**src/core/fsr_pkg.sv**
```systemverilog
// Constants and types shared by the flash status register read block
// Operation
// Opcode 05h then status bits every clock
// After byte two, restart at byte one
// Read status accepted even while busy
// Each byte carries freshly sampled status
// Fast clocks: first two bytes invalid
// Chip select release ends read, output floats
// Byte one bit 7 is writable lock
// Reserved bits always read zero
// Byte one bit 5 is error flag
// Bit 4 reads zero while pin asserted
// Bits 3:2 give software protection summary
// Byte one bit 1 is write latch
// Bit 0 of each byte is busy
// Byte one write changes only bit 7
// Byte two bit 4 allows reset command
// Byte two bit 3 allows lockdown commands
// Byte two bits 2,1 are suspend flags
// Byte two write changes bits 4,3 only
// Host polls until busy falls to zero
// Most significant bit first, byte one first
package fsr_pkg;
    localparam logic [7:0] OPC_READ_STATUS = 8'h05;
    localparam int BIT_LOCK = 7;
    localparam int BIT_ERR = 5;
    localparam int BIT_PIN = 4;
    localparam int BIT_SWP_HI = 3;
    localparam int BIT_SWP_LO = 2;
    localparam int BIT_WEL = 1;
    localparam int BIT_BUSY = 0;
    localparam int BIT_RST_CMD_ALLOW = 4;
    localparam int BIT_SLE = 3;
    localparam int BIT_PSUS = 2;
    localparam int BIT_ESUS = 1;
    localparam logic [1:0] SWP_DEFAULT = 2'h3;
    localparam logic [7:0] BYTE_ZERO = 8'h00;
    localparam logic [2:0] BIT_COUNT_LAST = 3'h7;
    localparam logic [2:0] BIT_COUNT_FIRST = 3'h0;

    // Live status inputs from the rest of the device
    typedef struct packed {
        logic program_error_flag;
        logic wp_asserted;
        logic [1:0] sw_guard_summary;
        logic write_latch_on;
        logic busy_flag;
        logic program_paused;
        logic erase_paused;
    } fsr_live_t;

    // Write strobes for the two writable bytes
    typedef struct packed {
        logic wr_one;
        logic wr_two;
        logic [7:0] data;
    } fsr_write_t;

    typedef enum logic [1:0] {
        FSR_IDLE,
        FSR_OPCODE,
        FSR_SEND,
        FSR_IGNORE
    } fsr_state_t;
endpackage

```
**src/core/fsr_status_read.sv**
```systemverilog
// Two-byte status register with serial read-status command
`timescale 1ns/1ps
module fsr_status_read (
    input wire logic mclk,
    input wire logic rst,
    input wire logic cs_n,
    input wire logic sclk,
    input wire logic si,
    input wire logic wp_n,
    input fsr_pkg::fsr_live_t live,
    input fsr_pkg::fsr_write_t wr,
    output logic so_out,
    output logic so_oe,
    output logic [7:0] status_byte_one,
    output logic [7:0] status_byte_two
);
    logic [2:0] pin_sync;
    logic cs_n_s;
    logic sclk_s;
    logic si_s;
    logic wp_n_s;
    logic sclk_prev_reg;
    logic rise;
    logic fall;
    fsr_pkg::fsr_state_t state_reg;
    logic [2:0] bit_reg;
    logic [2:0] out_bit_reg;
    logic wp_sel_s;
    logic [7:0] opc_reg;
    logic byte_sel_reg;
    logic [7:0] shift_reg;
    logic protection_lock_reg;
    logic rst_cmd_allow_reg;
    logic lockdown_cmd_allow_reg;
    logic [7:0] first_byte;
    logic [7:0] second_byte;

    // Serial pins come from the host's domain; select is inverted so
    // the cleared synchroniser reads as deselected after reset
    fsr_sync #(
        .WIDTH(3)
    ) u_sync_link (
        .mclk(mclk),
        .rst(rst),
        .async_in({!cs_n, sclk, si}),
        .sync_out(pin_sync)
    );

    fsr_sync #(
        .WIDTH(1)
    ) u_sync_wp (
        .mclk(mclk),
        .rst(rst),
        .async_in(!wp_n),
        .sync_out(wp_sel_s)
    );

    // Pin levels restored to their own sense
    assign wp_n_s = !wp_sel_s;
    assign cs_n_s = !pin_sync[2];
    assign sclk_s = pin_sync[1];
    assign si_s = pin_sync[0];

    // Edge finding on the synchronised serial clock
    always_ff @(posedge mclk) begin
        if (rst) begin
            sclk_prev_reg <= 1'b0;
        end else begin
            sclk_prev_reg <= sclk_s;
        end
    end

    assign rise = sclk_s && !sclk_prev_reg && !cs_n_s;
    assign fall = !sclk_s && sclk_prev_reg && !cs_n_s;

    // Assemble byte one from live inputs and the lock bit
    function automatic logic [7:0] make_one(
        input fsr_pkg::fsr_live_t lv,
        input logic lock,
        input logic wp_deasserted
    );
        logic [7:0] b;
        b = fsr_pkg::BYTE_ZERO;
        // lock bit
        b[fsr_pkg::BIT_LOCK] = lock;
        // error flag
        b[fsr_pkg::BIT_ERR] = lv.program_error_flag;
        // pin guard state
        b[fsr_pkg::BIT_PIN] = wp_deasserted;
        // protection summary
        b[fsr_pkg::BIT_SWP_HI] = lv.sw_guard_summary[1];
        b[fsr_pkg::BIT_SWP_LO] = lv.sw_guard_summary[0];
        // write latch
        b[fsr_pkg::BIT_WEL] = lv.write_latch_on;
        // busy flag
        b[fsr_pkg::BIT_BUSY] = lv.busy_flag;
        return b;
    endfunction

    // Assemble byte two; upper bits stay zero
    function automatic logic [7:0] make_two(
        input fsr_pkg::fsr_live_t lv,
        input logic rst_cmd_allow,
        input logic lockdown_cmd_allow
    );
        logic [7:0] b;
        // reserved bits zero
        b = fsr_pkg::BYTE_ZERO;
        // reset command allow
        b[fsr_pkg::BIT_RST_CMD_ALLOW] = rst_cmd_allow;
        // lockdown allow
        b[fsr_pkg::BIT_SLE] = lockdown_cmd_allow;
        // suspend flags
        b[fsr_pkg::BIT_PSUS] = lv.program_paused;
        b[fsr_pkg::BIT_ESUS] = lv.erase_paused;
        // busy in both bytes
        b[fsr_pkg::BIT_BUSY] = lv.busy_flag;
        return b;
    endfunction

    // Pin guard reads 1 while the pin is deasserted (wp_n high)
    assign first_byte = make_one(live, protection_lock_reg, wp_n_s);
    assign second_byte = make_two(live, rst_cmd_allow_reg,
        lockdown_cmd_allow_reg);

    // write byte one, lock bit only
    always_ff @(posedge mclk) begin
        if (rst) begin
            protection_lock_reg <= 1'b0;
        end else if (wr.wr_one) begin
            // Pin asserted: lock may only be set, never cleared
            if (wp_n_s || wr.data[fsr_pkg::BIT_LOCK]) begin
                protection_lock_reg <= wr.data[fsr_pkg::BIT_LOCK];
            end
        end
    end

    // write byte two, bits 4 and 3
    always_ff @(posedge mclk) begin
        if (rst) begin
            rst_cmd_allow_reg <= 1'b0;
            lockdown_cmd_allow_reg <= 1'b0;
        end else if (wr.wr_two) begin
            rst_cmd_allow_reg <= wr.data[fsr_pkg::BIT_RST_CMD_ALLOW];
            lockdown_cmd_allow_reg <= wr.data[fsr_pkg::BIT_SLE];
        end
    end

    // Mirror of both bytes for the rest of the device
    always_ff @(posedge mclk) begin
        if (rst) begin
            status_byte_one <= fsr_pkg::BYTE_ZERO;
            status_byte_two <= fsr_pkg::BYTE_ZERO;
        end else begin
            status_byte_one <= first_byte;
            status_byte_two <= second_byte;
        end
    end

    // Command sequencer; opcode sampled on rising edges
    always_ff @(posedge mclk) begin
        if (rst) begin
            state_reg <= fsr_pkg::FSR_IDLE;
            bit_reg <= fsr_pkg::BIT_COUNT_FIRST;
            opc_reg <= fsr_pkg::BYTE_ZERO;
        end else if (cs_n_s) begin
            // deselect ends the read
            state_reg <= fsr_pkg::FSR_IDLE;
            bit_reg <= fsr_pkg::BIT_COUNT_FIRST;
        end else begin
            unique case (state_reg)
                fsr_pkg::FSR_IDLE: begin
                    state_reg <= fsr_pkg::FSR_OPCODE;
                    bit_reg <= fsr_pkg::BIT_COUNT_FIRST;
                end
                fsr_pkg::FSR_OPCODE: begin
                    if (rise) begin
                        opc_reg <= {opc_reg[6:0], si_s};
                        bit_reg <= bit_reg + 3'h1;
                        // no busy check on entry
                        if (bit_reg == fsr_pkg::BIT_COUNT_LAST) begin
                            // match read-status opcode
                            state_reg <= ({opc_reg[6:0], si_s} ==
                                fsr_pkg::OPC_READ_STATUS) ?
                                fsr_pkg::FSR_SEND : fsr_pkg::FSR_IGNORE;
                        end
                    end
                end
                fsr_pkg::FSR_SEND: begin
                    state_reg <= fsr_pkg::FSR_SEND;
                end
                fsr_pkg::FSR_IGNORE: begin
                    state_reg <= fsr_pkg::FSR_IGNORE;
                end
            endcase
        end
    end

    // Output shifter; shifts on falling edges (mode 0 and 3)
    always_ff @(posedge mclk) begin
        if (rst) begin
            shift_reg <= fsr_pkg::BYTE_ZERO;
            byte_sel_reg <= 1'b0;
            so_out <= 1'b0;
        end else if (state_reg != fsr_pkg::FSR_SEND) begin
            byte_sel_reg <= 1'b0;
            shift_reg <= first_byte;
            so_out <= 1'b0;
        end else if (fall) begin
            if (out_bit_reg == fsr_pkg::BIT_COUNT_FIRST) begin
                // fresh sample per byte
                // msb first, byte one first
                so_out <= byte_sel_reg ? second_byte[7] : first_byte[7];
                shift_reg <= byte_sel_reg ?
                    {second_byte[6:0], 1'b0} : {first_byte[6:0], 1'b0};
                // alternate bytes forever
                byte_sel_reg <= !byte_sel_reg;
            end else begin
                so_out <= shift_reg[7];
                shift_reg <= {shift_reg[6:0], 1'b0};
            end
        end
    end

    // Bit counter for the data phase
    // no special handling; host discards early bytes
    always_ff @(posedge mclk) begin
        if (rst || state_reg != fsr_pkg::FSR_SEND) begin
            out_bit_reg <= fsr_pkg::BIT_COUNT_FIRST;
        end else if (fall) begin
            out_bit_reg <= out_bit_reg + 3'h1;
        end
    end

    // output enable only during the data phase
    always_ff @(posedge mclk) begin
        if (rst) begin
            so_oe <= 1'b0;
        end else begin
            so_oe <= (state_reg == fsr_pkg::FSR_SEND) && !cs_n_s;
        end
    end
endmodule

```
**src/core/fsr_sync.sv**
```systemverilog
// Two flop synchroniser for a group of pin levels
`timescale 1ns/1ps
module fsr_sync #(
    parameter int WIDTH = 1
) (
    input wire logic mclk,
    input wire logic rst,
    input wire logic [WIDTH-1:0] async_in,
    output logic [WIDTH-1:0] sync_out
);
    logic [WIDTH-1:0] meta_reg;

    // First stage feeds only the second
    always_ff @(posedge mclk) begin
        if (rst) begin
            meta_reg <= '0;
            sync_out <= '0;
        end else begin
            meta_reg <= async_in;
            sync_out <= meta_reg;
        end
    end
endmodule

```
**config.mk**
```make
export PLATFORM = sky130hd
export DESIGN_NAME = fsr_status_read
export DESIGN_NICKNAME = d
export VERILOG_FILES = /design/src/core/fsr_pkg.sv /design/src/core/fsr_status_read.sv /design/src/core/fsr_sync.sv
export SDC_FILE = /design/constraint.sdc
export NUM_CORES = 1
export LEC_CHECK = 0
export BUFFER_PORTS_ARGS = -buffer_cell sky130_fd_sc_hd__buf_2
export CAP_MARGIN = 0
export CORE_UTILIZATION = 40
export DETAILED_ROUTE_END_ITERATION = 12
export PLACE_DENSITY = 0.67
export SETUP_SLACK_MARGIN = 0.3
export SYNTH_ARGS = -nofsm -noshare
export SYNTH_HDL_FRONTEND = slang
export SYNTH_HIERARCHICAL = 1
export SYNTH_SLANG_ARGS = --single-unit
```
**constraint.sdc**
```tcl
create_clock -name mclk -period 1.3 [get_ports mclk]
set_input_delay 0.13 -clock mclk [delete_from_list [all_inputs] [get_ports mclk]]
set_output_delay 0.13 -clock mclk [all_outputs]
set_load 0.005 [all_outputs]
```
==> results of run 1 <==
==> Yosys cell counts (all sizes together), types with 2 or more instances <==
cell / number / share of area [%]
nand2b: 3 / 0.96
clkbuf: 2 / 0.45
and2b: 2 / 0.96
a211oi: 2 / 0.77
ha: 4 / 2.6
nand3b: 5 / 2.6
dfxtp: 49 / 50
a21oi: 11 / 3.0
inv: 7 / 1.3
nor2b: 20 / 6.4
nor3: 2 / 0.51
o211ai: 3 / 1.2
buf: 12 / 4.8
nand2: 17 / 3.3
o21ai: 3 / 0.77
nor2: 24 / 4.6
a311oi: 4 / 2.1
nand3: 2 / 0.51
mux2i: 13 / 6.7
==> power groups by stage <==
stage                     clock network, uW  registers [uW]  logic, uW
after floorplan                           0            1600       81.9
after global placement                    0            1600        138
after detailed placement                  0            1600        140
after CTS                              1110            1570        145
after global routing                   1180            1570        168
final                                  1080            1570        150
==> critical path: stages (launching register included) <==
cell and delay (ns):
dfxtp_2 0.33, inv_2 0.06, ha_4 0.14, nor2b_4 0.17, buf_6 0.14, nand2_4 0.05, a311oi_2 0.23, a21o_1 0.10
==> layout make-up <==
type / count / area, um2
clock inverter: 2 / 38.79
timing repair buffer: 53 / 374.1
multi-input combinational: 132 / 965.9
tap: 54 / 67.56
fill: 432 / 2153
clock buffer: 6 / 72.57
sequential: 49 / 993.5
inverter: 7 / 26.28
==> layer usage <==
metal	GRT usage (%)	vias to the layer above
li1	-	748
met5	0	-
met3	4.641	4
met1	18.05	680
met4	7.190	0
met2	23.58	45
==> metrics by stage <==
step	instances	hold slack, ns	setup TNS, ns	total power, uW	setup WS [ns]
floorplan	202	0.1942	0	1683	0.07717
global placement	286	0.3435	0	1740	0.04440
detailed placement	286	0.3468	0	1742	0.03090
CTS	300	0.02554	0	2828	0.05183
global route	303	0.03928	-0.1174	2926	-0.02884
finish	303	0.03893	0	2797	0.03260
==> cells by family after synthesis <==
group | count (synthesis) | share of synthesized area, %
simple gates | 82 | 22.48
compound gates | 26 | 9.441
xor+xnor | 2 | 0.8993
flops | 49 | 50.35
other cells | 1 | 0.1925
buf+inv | 21 | 6.615
fa+ha+maj | 4 | 2.569
mux | 14 | 7.450
==> how the worst max path moves through the flow <==
stage                    from            to  slack [ns]  cells past startpoint
6_report       out_bit_reg[0]  shift_reg[1]        0.03                      7
3_5_place_dp   out_bit_reg[1]  shift_reg[4]        0.03                      7
5_1_grt         sclk_prev_reg    opc_reg[0]       -0.03                      5
3_3_place_gp   out_bit_reg[1]  shift_reg[4]        0.04                      7
4_1_cts         sclk_prev_reg    opc_reg[3]        0.05                      5
2_1_floorplan  out_bit_reg[0]  shift_reg[4]        0.08                      7
==> what timing repair did <==
action                                  CTS  global route
endpoints found under the hold margin     0             0
gates resized for setup                  19            19
buffers inserted                          5             2
endpoints found under the setup margin   26            25
gates cloned                              1             1
pin swaps                                12             8
==> flow_metrics.env, run 1 <==
export IMPL_dp_hpwl_mm=2.308
export IMPL_status="complete, but fails checks"
export IMPL_ys_warn_count=6
export IMPL_setup_viol=0
export IMPL_vias_per_cell=4.875
export IMPL_ios=42
export IMPL_final_util_pct=54.11
export IMPL_hold_path_startpoint="sclk"
export IMPL_whs_path_depth=2
export IMPL_worst_clock_skew_ns=0.007609
export IMPL_grt_max_degree=19
export IMPL_final_common_cell="dfxtp_1"
export IMPL_clk_pin_slew_ns=0.09
export IMPL_p_sw_share_pct=21.12
export IMPL_clock_latency_ns=0.30
export IMPL_vdd_ir_drop_max_uv=581.4
export IMPL_violations="design-rule violations"
export IMPL_route_top_layer_used="met4"
export IMPL_postSynthAreaPerCell_um2=9.790
export IMPL_min_period_over_period_pct=97.49
export IMPL_placed_cell_area_um2=2220
export IMPL_cp_max_fo=5
export IMPL_wl_met1_mm=1.725
export IMPL_finalHoldViolCount=0
export IMPL_reg2reg_from="out_bit_reg[0]"
export IMPL_holdPathEnd="u_sync_link/meta_reg[1]"
export IMPL_ctsHtreeMaxLevel=2
export IMPL_pwr_density_cell_nw_per_um2=1102
export IMPL_hold_buffers=0
export IMPL_nets=276
export IMPL_clock_sinks=49
export IMPL_r2r_slack_ns=0.03
export IMPL_setup_worst_path_class="reg2reg"
export IMPL_seqPwrFrac_pct=56.1
export IMPL_antenna_found_initial=0
export IMPL_initialDrtViolationCount=61
export IMPL_async_flop_share_pct=0
export IMPL_fmax_mhz=789.0
export IMPL_syn_area_um2=1948
export IMPL_start_kind="flop"
export IMPL_cts_tree="yes"
export IMPL_hold_path_class="in2reg"
export IMPL_cp_required_ns=1.55
export IMPL_dr_wl_met3_um=176
export IMPL_cts_buffers=5
export IMPL_crit_arrival_ns=1.52
export IMPL_core_area_um2=4692
export IMPL_finalMaxSlewViolations=0
export IMPL_gp_congestion=0.7473
export IMPL_root_buffer="clkbuf_8"
export IMPL_most_common_layout_cells="39 x dfxtp_1, 31 x buf_2, 22 x nor2_1"
export IMPL_grt_pass1_vias=1298
export IMPL_internal_power_uw=2206
export IMPL_vias=1477
export IMPL_start_util_pct=41.52
export IMPL_drcViolationCount=2
export IMPL_drive_gt1_share_pct=40.96
export IMPL_p_comb_share_pct=5.4
export IMPL_ys_seq_area_share_pct=50.35
export IMPL_die_h_um=71.79
export IMPL_netlist_instances=199
export IMPL_ys_seq_elements=49
export IMPL_dr_pass1_iters=8
export IMPL_synth_cell_types=43
export IMPL_grt_pass1_wl_mm=5.754
export IMPL_reg2reg_to="shift_reg[1]"
export IMPL_fin_crit_ns=1.267
export IMPL_p_leak_uw=0.001072
export IMPL_die_area_um2=5153
export IMPL_power_switching_uw=590.6
export IMPL_grt_overflow=0
export IMPL_portBuffers=31
export IMPL_final_area_um2=2539
export IMPL_wl_mm=3.643
export IMPL_fp_dieW_um=71.79
export IMPL_syn2layout_area_growth_pct=30.31
export IMPL_grt_total_usage_pct=14.77
export IMPL_drv_cap=0
export IMPL_ant_nets=0
export IMPL_num_antenna_cells=0
export IMPL_endpoint_kind="flop"
export IMPL_p_clk_share_pct=38.5
export IMPL_synth_edf_count=0
export IMPL_largest_reg_flops=8
export IMPL_num_rows=25
export IMPL_rsz0062_at_grt="true"
export IMPL_synthFlopType="dfxtp_1"
export IMPL_wl_per_cell_um=12.02
export IMPL_r2r_cells=7
export IMPL_wl_met2_mm=1.691
export IMPL_cts_buffer_depth=2
(Power assumes the default switching activity.)
==> run 2, diff against run 1 <==
==> constraint.sdc (replaced) <==
create_clock -name mclk -period 1 [get_ports mclk]
set_input_delay 0.1 -clock mclk [delete_from_list [all_inputs] [get_ports mclk]]
set_output_delay 0.1 -clock mclk [all_outputs]
set_load 0.005 [all_outputs]
==> run 2 against run 1 <==
The run ends with negative setup slack left; worst setup slack got worse by 0.30 ns; routed wire length rose by 8.0%; non-clock buffer count is 10 higher; via count is 3.9% higher; sequential share of layout area shrank 1.8 points; count of clock-buffer cells in the layout unchanged; hold slack lost 0.022 ns; register-to-register slack got worse by 0.30 ns; clock power about the same.
==> flow_metrics.env, run 2 (synthesis results as in run 1) <==
export IMPL_violations="negative setup slack"
export IMPL_r2r_slack_ns=-0.26
export IMPL_n_fill_cell=399
export IMPL_num_antenna_cells=0
export IMPL_dr_pass1_iters=4
export IMPL_endpoint_kind="flop"
export IMPL_drv_cap=0
export IMPL_clk_pin_slew_ns=0.09
export IMPL_die_area_um2=5153
export IMPL_clock_sinks=49
export IMPL_hold_path_class="in2reg"
export IMPL_regArea_um2=998.5
export IMPL_cp_required_ns=1.24
export IMPL_portBuffers=31
export IMPL_grt_max_degree=18
export IMPL_fmax_mhz=791.7
export IMPL_num_rows=25
export IMPL_most_common_layout_cells="35 x dfxtp_1, 31 x buf_2, 19 x nor2b_1, 19 x buf_4, 18 x nor2_1"
export IMPL_fin_crit_ns=1.263
export IMPL_crit_arrival_ns=1.50
export IMPL_final_common_cell="dfxtp_1"
export IMPL_clock_latency_ns=0.30
export IMPL_cts_buffer_depth=2
export IMPL_cp_max_fo=4
export IMPL_setup_tns_ns=-4.699
export IMPL_worst_clock_skew_ns=0.005160
export IMPL_min_period_over_period_pct=126.3
export IMPL_final_util_pct=57.07
export IMPL_slowest_stage="or3_4"
export IMPL_ios=42
export IMPL_cp_cell_sequence="buf_6 -> nand3b_1 -> or3_4 -> a21oi_2"
export IMPL_reg2reg_to="byte_sel_reg"
export IMPL_status="complete, but fails checks"
export IMPL_setup_worst_path_class="reg2reg"
export IMPL_max_stage_delay_ns=0.44
export IMPL_holdPathEnd="status_byte_two[2]"
export IMPL_dp_hpwl_mm=2.474
export IMPL_vias=1535
export IMPL_gp_congestion=0.7569
export IMPL_rsz0062_at_grt="true"
export IMPL_whs_path_depth=2
export IMPL_p_leak_uw=0.001134
export IMPL_start_kind="flop"
export IMPL_largest_reg_flops=8
export IMPL_antenna_found_initial=0
export IMPL_core_area_um2=4692
export IMPL_grt_pass1_vias=1274
export IMPL_wl_mm=3.934
export IMPL_reg2reg_from="u_sync_link/sync_out[2]"
export IMPL_wl_per_cell_um=12.53
export IMPL_drcViolationCount=0
export IMPL_nets=287
export IMPL_cts_buffers=5
export IMPL_pwr_density_cell_nw_per_um2=1260
export IMPL_syn2layout_area_growth_pct=37.44
export IMPL_finalHoldViolCount=0
export IMPL_fp_dieW_um=71.79
export IMPL_grt_pass1_wl_mm=5.692
export IMPL_vdd_ir_drop_max_uv=629.2
export IMPL_initialDrtViolationCount=72
export IMPL_finalMaxSlewViolations=0
export IMPL_setup_viol=24
export IMPL_grt_overflow=0
export IMPL_grt_total_usage_pct=14.33
export IMPL_hold_path_startpoint="live[1]"
export IMPL_die_h_um=71.79
export IMPL_final_critical_path_setup_slack_ns=-0.2632
export IMPL_ctsHtreeMaxLevel=2
export IMPL_ant_nets=0
export IMPL_r2r_cells=4
export IMPL_root_buffer="clkbuf_8"
export IMPL_vias_per_cell=4.889
export IMPL_drive_gt1_share_pct=49.62
export IMPL_cts_tree="yes"
export IMPL_start_util_pct=41.52
export IMPL_multi_input_area_um2=1039
run 2: changes by cell type in the layout (fill, tap and decap cells not counted), moves of 3 or more:
cell and change:
buf_6 +6, nor2_2 +3, nor2_1 -4, nand2_2 +3
dfxtp_1 -4, buf_4 +3, dfxtp_2 +4
run 2: area by class of cell:
type,instances,share of cell area (%)
multi-input combinational,133,38.79
timing repair buffer,63,17.34
clock inverter,2,0.3738
clock buffer,6,2.710
tap,54,2.523
sequential,49,37.29
inverter,7,0.9813
run 2: repair_timing:
item	CTS	global route
cloned	2	1
setup endpoints to repair	41	41
endpoints found under the hold margin	2	0
pin swaps	14	8
gates resized for setup	41	16
setup buffers	2	1
hold buffers	2	0
run 2: layer usage:
layer | wire, um | track usage, % | vias up
li1 | - | - | 779
met4 | 91 | 5.882 | 0
met2 | 1873 | 22.64 | 38
met5 | 0 | 0 | -
met1 | 1828 | 18.51 | 709
met3 | 142 | 3.938 | 9
run 2: worst max-delay path by stage:
stage	from	to	slack (ns)	cells after the start
after floorplan	out_bit_reg[0]	shift_reg[4]	-0.22	7
after global placement	sclk_prev_reg	bit_reg[0]	-0.25	4
after detailed placement	sclk_prev_reg	bit_reg[0]	-0.27	4
after CTS	sclk_prev_reg	bit_reg[0]	-0.26	4
after global routing	sclk_prev_reg	bit_reg[0]	-0.32	4
final	u_sync_link/sync_out[2]	byte_sel_reg	-0.26	4
run 2: power by group:
| group | total [uW] | leakage (uW) | switching, uW | internal [uW] |
|---|---|---|---|---|
| Sequential | 2040 | 0.000407 | 29.5 | 2010 |
| Clock | 1110 | 0.0000450 | 627 | 486 |
| Combinational | 218 | 0.000681 | 97.3 | 120 |
run 2: through the flow:
stage | hold slack, ns | setup WS [ns] | cell area, um2 | std cells | power [uW]
6_report | 0.01650 | -0.2632 | 2678 | 314 | 3374
5_1_grt | 0.01423 | -0.3244 | 2678 | 314 | 3523
4_1_cts | 0.008682 | -0.2648 | 2595 | 312 | 3414
3_5_place_dp | 0.3164 | -0.2676 | 2328 | 298 | 2272
3_3_place_gp | 0.3098 | -0.2466 | 2328 | 298 | 2268
2_1_floorplan | 0.1642 | -0.2228 | 2027 | 202 | 2191
run 2: critical path, delay by kind of cell, from the launching register on:
family / cells / cell delay [ns]
buffers and inverters: 1 / 0.10
DFF: 1 / 0.35
and+or+nand+nor: 2 / 0.62
AOI/OAI and AO/OA: 1 / 0.13
